$ cat src/include/angle_port_regs.svh
// constants of the angle encoder serial and pulse-width port
`ifndef ANGLE_PORT_REGS_SVH
`define ANGLE_PORT_REGS_SVH

// command codes
`define CMD_RD_ANGLE    5'h00
`define CMD_RD_TURNS    5'h01
`define CMD_RD_SINE     5'h02
`define CMD_STORE_REF   5'h03
`define CMD_RD_BOTH     5'h04
`define CMD_RD_COSINE   5'h06
`define CMD_RD_THR_GAIN 5'h07
`define CMD_WR_SLEEP    5'h11
`define CMD_WR_SINE     5'h12
`define CMD_WR_HYST_RST 5'h13
`define CMD_WR_TEST     5'h15
`define CMD_WR_COSINE   5'h16
`define CMD_WR_THR_GAIN 5'h17

// frame geometry
`define CMD_BITS        5'h05
`define FRAME_BITS      5'h15

// field positions in the data word
`define F_LOCK          15
`define F_SLEEP_REQ     15
`define F_NV_RELOAD     15
`define F_TURN_CLR      13
`define F_HYST_EN       11
`define F_DIG_RST       14
`define F_STORE_OK      15
`define F_VDD_OK        14
`define F_REG_SET       13

// reset values
`define RST_HALL        16'h0000
`define RST_WAKE_THR    7'h04
`define MIN_WAKE_THR    7'h04
`define RST_GAIN        3'h0
`define RST_HYST_EN     1'b1

// pulse-width timing
`define CLK_SYS_MHZ     40
`define PWM_STEP_NS     556
`define PWM_STEP_CYC    ((`PWM_STEP_NS * `CLK_SYS_MHZ) / 1000)
`define PWM_LAST_POS    9'h100

`endif

$ cat src/include/angle_port_pkg.sv
// types of the angle encoder serial and pulse-width port
package angle_port_pkg;

  typedef struct packed {
    logic        lock;
    logic [5:0]  agc;
    logic [7:0]  angle;
    logic        result_stb;
    logic        turn_up;
    logic        turn_dn;
    logic        store_ok;
    logic        vdd_ok;
  } sens_t;

  typedef struct packed {
    logic [15:0] hall_cos;
    logic [15:0] hall_sin;
    logic [6:0]  wake_thresh;
    logic [2:0]  gain;
    logic        sleep;
    logic        hyst_en;
  } cfg_t;

  typedef enum logic [2:0] {
    SER_IDLE,
    SER_CMD,
    SER_RDATA,
    SER_WDATA,
    SER_SKIP
  } ser_st_t;

  typedef struct packed {
    logic        sel_s1;
    logic        sel_s2;
    logic        clk_s1;
    logic        clk_s2;
    logic        clk_prev;
    logic        din_s1;
    logic        din_s2;
    ser_st_t     st;
    logic [4:0]  cnt;
    logic [4:0]  cmd;
    logic [15:0] sh;
    logic        oe;
    cfg_t        cfg;
    logic [7:0]  angle;
    logic [7:0]  cand;
    logic [7:0]  turns;
    logic [7:0]  ref_angle;
    logic        reg_set;
    logic        nv_pulse;
    logic        rst_pulse;
  } port_state_t;

  typedef struct packed {
    logic [15:0] pre;
    logic [8:0]  pos;
    logic [7:0]  duty;
    logic        pwm;
  } pwm_state_t;

endpackage

$ cat src/core/angle_pwm_gen.sv
// pulse-width angle output generator
`timescale 1ns/10ps
`default_nettype none
`include "angle_port_regs.svh"

module angle_pwm_gen #(
  parameter int STEP_CYC = `PWM_STEP_CYC
) (
  input  wire logic       i_clk_sys,
  input  wire logic       i_rst_n,
  input  wire logic [7:0] i_angle,
  input  wire logic       i_valid,
  output logic            o_pwm
);
  import angle_port_pkg::*;

  localparam logic [15:0] STEP_LAST = 16'(STEP_CYC - 1);

  pwm_state_t q;
  pwm_state_t d;

  always_comb begin
    d = q;
    if (!i_rst_n) begin
      d = '0;
    end else begin
      if (q.pre == STEP_LAST) begin
        d.pre = '0;
        if (q.pos == `PWM_LAST_POS) begin
          d.pos  = '0;
          d.duty = i_angle;
        end else begin
          d.pos = q.pos + 9'h001;
        end
      end else begin
        d.pre = q.pre + 16'h0001;
      end
      d.pwm = i_valid && (d.pos <= {1'b0, d.duty});
    end
  end

  always_ff @(posedge i_clk_sys) begin
    q <= d;
  end

  assign o_pwm = q.pwm;
endmodule
`default_nettype wire

$ cat src/core/angle_serial_port.sv
// three-wire serial command port and pulse-width output of the angle encoder
`timescale 1ns/10ps
`default_nettype none
`include "angle_port_regs.svh"

// Overview of operation
// all commands and data pass on one data line, framed by select, host clocked
// each frame is a 5-bit command msb first then 16 data bits, 15 down to 0
// pwm high for angle+1 steps of 0.556 us within a 257-step period
// pwm held low while the angle is invalid
// angle read returns lock, 6-bit gain level, angle and even parity
// turn read returns lock, gain level, turn count and even parity
// combined read returns turn count high byte and angle low byte, no parity
// store command latches angle and returns supply flags, written flag, angle, parity
// sleep write bit 15 enters low power, zero returns to normal
// in low power the lock flag reads zero in angle and turn reads
// threshold/gain write loads 7-bit threshold and 3-bit gain, read returns both
// wake threshold resets to 4, never below 4, at most 127
// with hysteresis on, angle changes only after two equal new results
// turn-counter clear bit zeroes the multi-turn counter
// host sets reload bit after start-up and each wake pulse
// digital-reset bit of test command resets the digital logic
// cosine and sine writes hold disable and invert bits for eight elements
// cosine and sine reads return the array words, reset to zero
// host reloads or starts with storage supply low before extended access
// host holds select high to frame each transfer
// command bits sampled on the rising serial clock edge
// device drives data only after the rising edge of the last command bit
// reserved command codes change nothing and leave the data line undriven
module angle_serial_port #(
  parameter int PWM_STEP_CYC = `PWM_STEP_CYC
) (
  input  wire logic                  i_clk_sys,
  input  wire logic                  i_rst_n,
  input  wire logic                  i_select,
  input  wire logic                  i_serial_clock_input,
  input  wire logic                  i_serial_data_line,
  output logic                       o_serial_data_line,
  output logic                       o_serial_data_line_oe,
  input  wire angle_port_pkg::sens_t i_sens,
  output angle_port_pkg::cfg_t       o_cfg,
  output logic [7:0]                 o_turns,
  output logic                       o_nv_reload,
  output logic                       o_digital_reset,
  output logic                       o_pwm
);
  import angle_port_pkg::*;

  localparam cfg_t CFG_RST = '{
    hall_cos:    `RST_HALL,
    hall_sin:    `RST_HALL,
    wake_thresh: `RST_WAKE_THR,
    gain:        `RST_GAIN,
    sleep:       1'b0,
    hyst_en:     `RST_HYST_EN
  };

  port_state_t q;
  port_state_t d;
  logic        rise;
  logic        fall;
  logic [4:0]  cmd_w;
  logic [15:0] word_w;
  logic        lock_eff;

  function automatic logic [15:0] with_parity(input logic [15:0] w);
    with_parity = {w[15:1], ^w[15:1]};
  endfunction

  function automatic logic is_read(input logic [4:0] c);
    is_read = (c == `CMD_RD_ANGLE) || (c == `CMD_RD_TURNS) || (c == `CMD_RD_SINE)
           || (c == `CMD_STORE_REF) || (c == `CMD_RD_BOTH) || (c == `CMD_RD_COSINE)
           || (c == `CMD_RD_THR_GAIN);
  endfunction

  function automatic logic is_write(input logic [4:0] c);
    is_write = (c == `CMD_WR_SLEEP) || (c == `CMD_WR_SINE) || (c == `CMD_WR_HYST_RST)
            || (c == `CMD_WR_TEST) || (c == `CMD_WR_COSINE) || (c == `CMD_WR_THR_GAIN);
  endfunction

  assign rise     = q.clk_s2 & ~q.clk_prev;
  assign fall     = ~q.clk_s2 & q.clk_prev;
  assign cmd_w    = {q.cmd[3:0], q.din_s2};
  assign word_w   = {q.sh[14:0], q.din_s2};
  assign lock_eff = i_sens.lock & ~q.cfg.sleep;

  always_comb begin
    d           = q;
    d.nv_pulse  = 1'b0;
    d.rst_pulse = 1'b0;
    // two-stage synchronisers on the pins
    d.sel_s1   = i_select;
    d.sel_s2   = q.sel_s1;
    d.clk_s1   = i_serial_clock_input;
    d.clk_s2   = q.clk_s1;
    d.clk_prev = q.clk_s2;
    d.din_s1   = i_serial_data_line;
    d.din_s2   = q.din_s1;

    // angle hysteresis
    if (i_sens.result_stb) begin
      d.cand = i_sens.angle;
      if (!q.cfg.hyst_en || (i_sens.angle == q.cand)) begin
        d.angle = i_sens.angle;
      end
    end
    // multi-turn counter
    if (i_sens.turn_up && !i_sens.turn_dn) begin
      d.turns = q.turns + 8'h01;
    end else if (i_sens.turn_dn && !i_sens.turn_up) begin
      d.turns = q.turns - 8'h01;
    end

    // serial framing
    if (!q.sel_s2) begin
      d.st  = SER_IDLE;
      d.cnt = '0;
      d.oe  = 1'b0;
    end else begin
      case (q.st)
        SER_IDLE: begin
          d.st  = SER_CMD;
          d.cnt = '0;
        end
        SER_CMD: begin
          if (rise) begin
            d.cmd = cmd_w;
            d.cnt = q.cnt + 5'h01;
            if (q.cnt + 5'h01 == `CMD_BITS) begin
              if (is_read(cmd_w)) begin
                d.st = SER_RDATA;
                d.oe = 1'b1;
                case (cmd_w)
                  `CMD_RD_ANGLE:
                    d.sh = with_parity({lock_eff, i_sens.agc, q.angle, 1'b0});
                  `CMD_RD_TURNS:
                    d.sh = with_parity({lock_eff, i_sens.agc, q.turns, 1'b0});
                  `CMD_RD_BOTH:
                    d.sh = {q.turns, q.angle};
                  `CMD_STORE_REF: begin
                    d.ref_angle = q.angle;
                    d.reg_set   = 1'b1;
                    d.sh = with_parity({i_sens.store_ok, i_sens.vdd_ok, 1'b1,
                                        4'h0, q.angle, 1'b0});
                  end
                  `CMD_RD_THR_GAIN:
                    d.sh = with_parity({q.cfg.wake_thresh, q.cfg.gain,
                                        6'h00});
                  `CMD_RD_COSINE:
                    d.sh = q.cfg.hall_cos;
                  `CMD_RD_SINE:
                    d.sh = q.cfg.hall_sin;
                  default:
                    d.sh = '0;
                endcase
              end else if (is_write(cmd_w)) begin
                d.st = SER_WDATA;
              end else begin
                d.st = SER_SKIP;
              end
            end
          end
        end
        SER_RDATA: begin
          if (rise) begin
            d.cnt = q.cnt + 5'h01;
          end
          if (fall && (q.cnt > `CMD_BITS)) begin
            d.sh = {q.sh[14:0], 1'b0};
          end
        end
        SER_WDATA: begin
          if (rise) begin
            d.sh  = word_w;
            d.cnt = q.cnt + 5'h01;
            if (q.cnt + 5'h01 == `FRAME_BITS) begin
              d.st = SER_SKIP;
              case (q.cmd)
                `CMD_WR_THR_GAIN: begin
                  d.cfg.wake_thresh = (word_w[15:9] < `MIN_WAKE_THR) ?
                                      `MIN_WAKE_THR : word_w[15:9];
                  d.cfg.gain = word_w[8:6];
                end
                `CMD_WR_COSINE:
                  d.cfg.hall_cos = word_w;
                `CMD_WR_SINE:
                  d.cfg.hall_sin = word_w;
                `CMD_WR_SLEEP:
                  d.cfg.sleep = word_w[`F_SLEEP_REQ];
                `CMD_WR_HYST_RST: begin
                  d.cfg.hyst_en = word_w[`F_HYST_EN];
                  d.nv_pulse    = word_w[`F_NV_RELOAD];
                  if (word_w[`F_TURN_CLR]) begin
                    d.turns = '0;
                  end
                end
                `CMD_WR_TEST: begin
                  if (word_w[`F_DIG_RST]) begin
                    d.cfg       = CFG_RST;
                    d.turns     = '0;
                    d.angle     = '0;
                    d.cand      = '0;
                    d.ref_angle = '0;
                    d.reg_set   = 1'b0;
                    d.rst_pulse = 1'b1;
                  end
                end
                default: begin
                end
              endcase
            end
          end
        end
        SER_SKIP: begin
          d.oe = 1'b0;
        end
        default: begin
          d.st = SER_IDLE;
        end
      endcase
    end

    if (!i_rst_n) begin
      d     = '0;
      d.cfg = CFG_RST;
    end
  end

  always_ff @(posedge i_clk_sys) begin
    q <= d;
  end

  assign o_serial_data_line    = q.sh[15];
  assign o_serial_data_line_oe = q.oe;
  assign o_cfg                 = q.cfg;
  assign o_turns               = q.turns;
  assign o_nv_reload           = q.nv_pulse;
  assign o_digital_reset       = q.rst_pulse;

  angle_pwm_gen #(
    .STEP_CYC (PWM_STEP_CYC)
  ) u_pwm (
    .i_clk_sys (i_clk_sys),
    .i_rst_n   (i_rst_n),
    .i_angle   (q.angle),
    .i_valid   (lock_eff),
    .o_pwm     (o_pwm)
  );
endmodule
`default_nettype wire

$ cat config.mk
export PLATFORM = sky130hd
export DESIGN_NAME = angle_serial_port
export DESIGN_NICKNAME = d
export VERILOG_FILES = /design/src/include/angle_port_pkg.sv /design/src/core/angle_pwm_gen.sv /design/src/core/angle_serial_port.sv
export VERILOG_INCLUDE_DIRS = /design/src /design/src/include
export SDC_FILE = /design/constraint.sdc
export NUM_CORES = 1
export LEC_CHECK = 0
export ABC_AREA = 1
export BUFFER_PORTS_ARGS = -buffer_cell sky130_fd_sc_hd__buf_4
export CAP_MARGIN = 20
export CORE_MARGIN = 4
export CORE_UTILIZATION = 50
export DETAILED_ROUTE_END_ITERATION = 16
export HOLD_SLACK_MARGIN = 0.08
export PLACE_DENSITY = 0.72
export REMOVE_ABC_BUFFERS = 1
export SLEW_MARGIN = 0
export SYNTH_ARGS = -nofsm -noshare
export SYNTH_HDL_FRONTEND = slang
export SYNTH_SLANG_ARGS = --single-unit
export TNS_END_PERCENT = 20
$ cat constraint.sdc
create_clock -name i_clk_sys -period 7.19 [get_ports i_clk_sys]
set_clock_uncertainty 0.1 [all_clocks]
set_input_delay 1.7975 -clock i_clk_sys [delete_from_list [all_inputs] [get_ports i_clk_sys]]
set_output_delay 1.7975 -clock i_clk_sys [all_outputs]
set_load 0.05 [all_outputs]
==> results.py <==
metrics = {
    "outcome": {
        "outcome": "complete, no violations",
    },
    "sta": {
        "layout_worst_path_cycle_share_pct": 44.9,
        "relSlewSlack_pct": 47.2,
        "tightest_slew_ps": 792,
        "hold_slack_ps": 310,
        "drv_slew": 0,
        "setup_tns_ps": 0,
        "fin_crit_ps": 3230,
        "setup-violations-final": 0,
        "hold_viol": 0,
        "fmax_ghz": 0.310,
        "rsz0062_at_grt": "false",
    },
    "die": {
        "pin_count": 82,
        "die_y_um": 135,
        "core_region_area_sq_um": 15800,
        "num_rows": 46,
        "dieArea_sq_um": 18100,
        "start_util_pct": 50.7,
        "fp.dieW_um": 135,
    },
    "cts": {
        "htreeDepth": 4,
        "clock_latency_ps": 430,
        "clk_pin_slew_worst_paths_ps": 60,
        "post_cts_buffers": 0,
        "cts_root_buf": "clkbuf_16",
        "clock_path_buffers": 2,
        "clock_sinks": 141,
        "cts_buffers": 17,
        "cts_resized": 0,
        "cts_tree": "built",
        "postCtsHoldBufs": 0,
    },
    "routing": {
        "num_vias": 7501,
        "drt-initial-drc-count": 570,
        "ant_nets": 0,
        "viasPerCell": 5.25,
        "drc": 0,
        "postRouteWirelength_um": 21100,
        "drtPass1Iterations": 6,
        "wl_per_cell_um": 14.7,
    },
    "global_route": {
        "grt_max_degree": 66,
        "track_usage_pct": 23.3,
        "grt_pass1_vias": 6862,
        "grt.overflow.total": 0,
        "antenna_found_initial": 0,
        "grt_pass1_wl_um": 33900,
    },
    "pwr": {
        "power_density_nw_per_um2": 209,
        "peakVddDrop_mv": 0.182,
        "power.total_w": 0.00189,
        "p_leak_nw": 4.14,
    },
    "critical_path": {
        "critPathSlowestCell": "nor2_2",
        "critPathLaunchType": "flip-flop",
        "worstPathMaxFanout": 9,
        "critPathMaxStageDelay_ps": 480,
        "critPathKind": "reg2reg",
        "required_ps": 7420,
        "cp_cell_sequence": "ha_1 -> nand4_1 -> nor4_1 -> nand2_1 -> nor2_2 -> inv_1 -> nand3_1 -> inv_1 -> ha_1 -> nand2_1 -> o21a_1 -> o21ai_0 -> nand3_1 -> a21oi_1 -> nor2_1 -> and3_1",
        "reg2reg_from": "u_pwm.q[18]$_SDFF_PP0_",
        "r2r_slack_ps": 3960,
        "rr_endpoint": "u_pwm.o_pwm$_SDFF_PN0_",
        "cp-endpoint": "u_pwm.o_pwm$_SDFF_PN0_",
        "critPathCaptureType": "flip-flop",
        "worstPathArrival_ps": 3450,
        "ff2ff_path_depth": 16,
        "setup.worst_path.start": "u_pwm.q[18]$_SDFF_PP0_",
    },
    "synthesis": {
        "yosys_most_used_dff": "dfxtp_1",
        "netlist_top_cells_area": "dfxtp_1 35%, nand2_1 11%, inv_1 7.9%",
        "netlist_area_sq_um": 8030,
        "synth_most_common_cell": "nand2_1",
        "seq_area_frac_synth_pct": 35.2,
        "synth-xor-area-share_pct": 2.51,
        "synthSimpleGateAreaFrac_pct": 25.6,
        "syn_inst": 1182,
        "synth_compound_area_share_pct": 17.1,
        "synth_top_area_cell": "dfxtp_1",
        "yosysWarnings": 0,
        "synth_top_family_by_area": "simple AND/OR/NAND/NOR gates",
        "synth.ff_latch_count": 141,
        "synth_top_area_share_pct": 35.2,
        "synth_common_cells": "239 x nand2_1, 168 x inv_1, 141 x dfxtp_1, 116 x a21oi_1, 114 x nor2_1",
        "synth-adder-area-share_pct": 3.27,
        "synth_mux_area_share_pct": 1.62,
        "synth-edff-count": 0,
        "synth.avg_cell_area_sq_um": 6.79,
        "ys_async_sr_fraction_pct": 0,
        "yosysUniqueCellTypes": 45,
    },
    "place": {
        "dp_hpwl_um": 15400,
        "placement.io_buffers": 81,
        "placed_area_sq_um": 8400,
        "globalplace.congestion": 0.903,
    },
    "hold_path": {
        "hold_path_class": "reg2reg",
    },
    "finish": {
        "final_nets": 1247,
        "area_growth_pct": 12.4,
        "diodes": 0,
        "drive_above_1_share_pct": 11.4,
        "design_area_sq_um": 9020,
    },
    "job": {
        "maxCapViolations": 0,
    },
}
where the power goes:
part	switching, W	internal, W	total (W)
Clock	0.000350	0.000576	0.000927
Sequential	0.0000155	0.000793	0.000809
Combinational	0.0000964	0.0000535	0.000150
Total	0.000462	0.00142	0.00189
kinds of logic (layout without fill, tap and decap cells):
| group | count (synthesis) | count (layout) |
|---|---|---|
| flops | 141 | 141 |
| simple gates | 481 | 481 |
| xor+xnor | 23 | 23 |
| compound gates | 250 | 250 |
| buf+inv | 253 | 285 |
| fa+ha+maj | 21 | 21 |
| mux | 13 | 13 |
state kept, by name, summed over array words and instances, names as in the netlist:
name	cells
o_digital_reset	1
u_pwm.q	33
q	46
u_pwm.o_pwm	1
cmd_w	5
o_turns	8
o_nv_reload	1
o_cfg	44
o_serial_data_line_oe	1
o_serial_data_line	1
through the flow:
step / util, % / setup slack [ps] / instances
2_1_floorplan: - / 4180 / 1099
3_3_place_gp: 52.9 / 3520 / 1397
3_5_place_dp: 53.1 / 3810 / 1398
4_1_cts: 57.0 / 3960 / 1430
5_1_grt: 57.0 / 3700 / 1430
6_report: 57.0 / 3960 / 1430
worst max-delay path, delay by kind of cell (launching register included):
family	cells	cell delay, ps
flip-flops	1	370
adder cells (fa/ha/maj)	2	480
buffers and inverters	2	200
AO/OA/AOI/OAI	3	440
AND/OR/NAND/NOR	9	1550
routing by layer:
layer	part of all wire, %	vias to the layer above	GRT usage, %
li1	-	3824	-
met1	46	3380	32.2
met2	44	244	35.3
met3	7.2	53	5.48
met4	3.1	0	8.88
met5	0	-	0
cell usage in the layout, fill, tap and decap left out, drive strengths merged, types with 6 or more instances in the layout:
cell type,Yosys,layout
xor2,18,18
nand3,57,57
mux2i,13,13
nand4,12,12
o22ai,6,6
clkbuf,19,20
a21oi,117,117
nor2,122,122
inv,169,172
a211oi,18,18
nor3,28,28
buf,64,83
nand2,243,243
or2,6,6
ha,21,21
dfxtp,141,141
o21ai,86,86
a22oi,9,9
worst min path at each step:
stage | end | cells past startpoint | from
floorplan | cmd_w[0]$_SDFF_PN0_ | 2 | q[110]$_SDFF_PN0_
global placement | q[112]$_SDFF_PN0_ | 2 | q[113]$_SDFF_PN0_
detailed placement | q[114]$_SDFF_PN0_ | 2 | q[115]$_SDFF_PN0_
CTS | q[114]$_SDFF_PN0_ | 2 | q[115]$_SDFF_PN0_
global route | q[114]$_SDFF_PN0_ | 2 | q[115]$_SDFF_PN0_
finish | q[114]$_SDFF_PN0_ | 2 | q[115]$_SDFF_PN0_
layout make-up:
type / instances / area (sq um)
inverters: 170 / 638
flip-flops and latches: 141 / 2820
fillers: 1532 / 6800
clock buffers: 20 / 467
clock inverters: 12 / 159
well taps: 216 / 270
repair buffers: 83 / 643
multi-input cells: 788 / 4020
(Power assumes the default switching activity.)
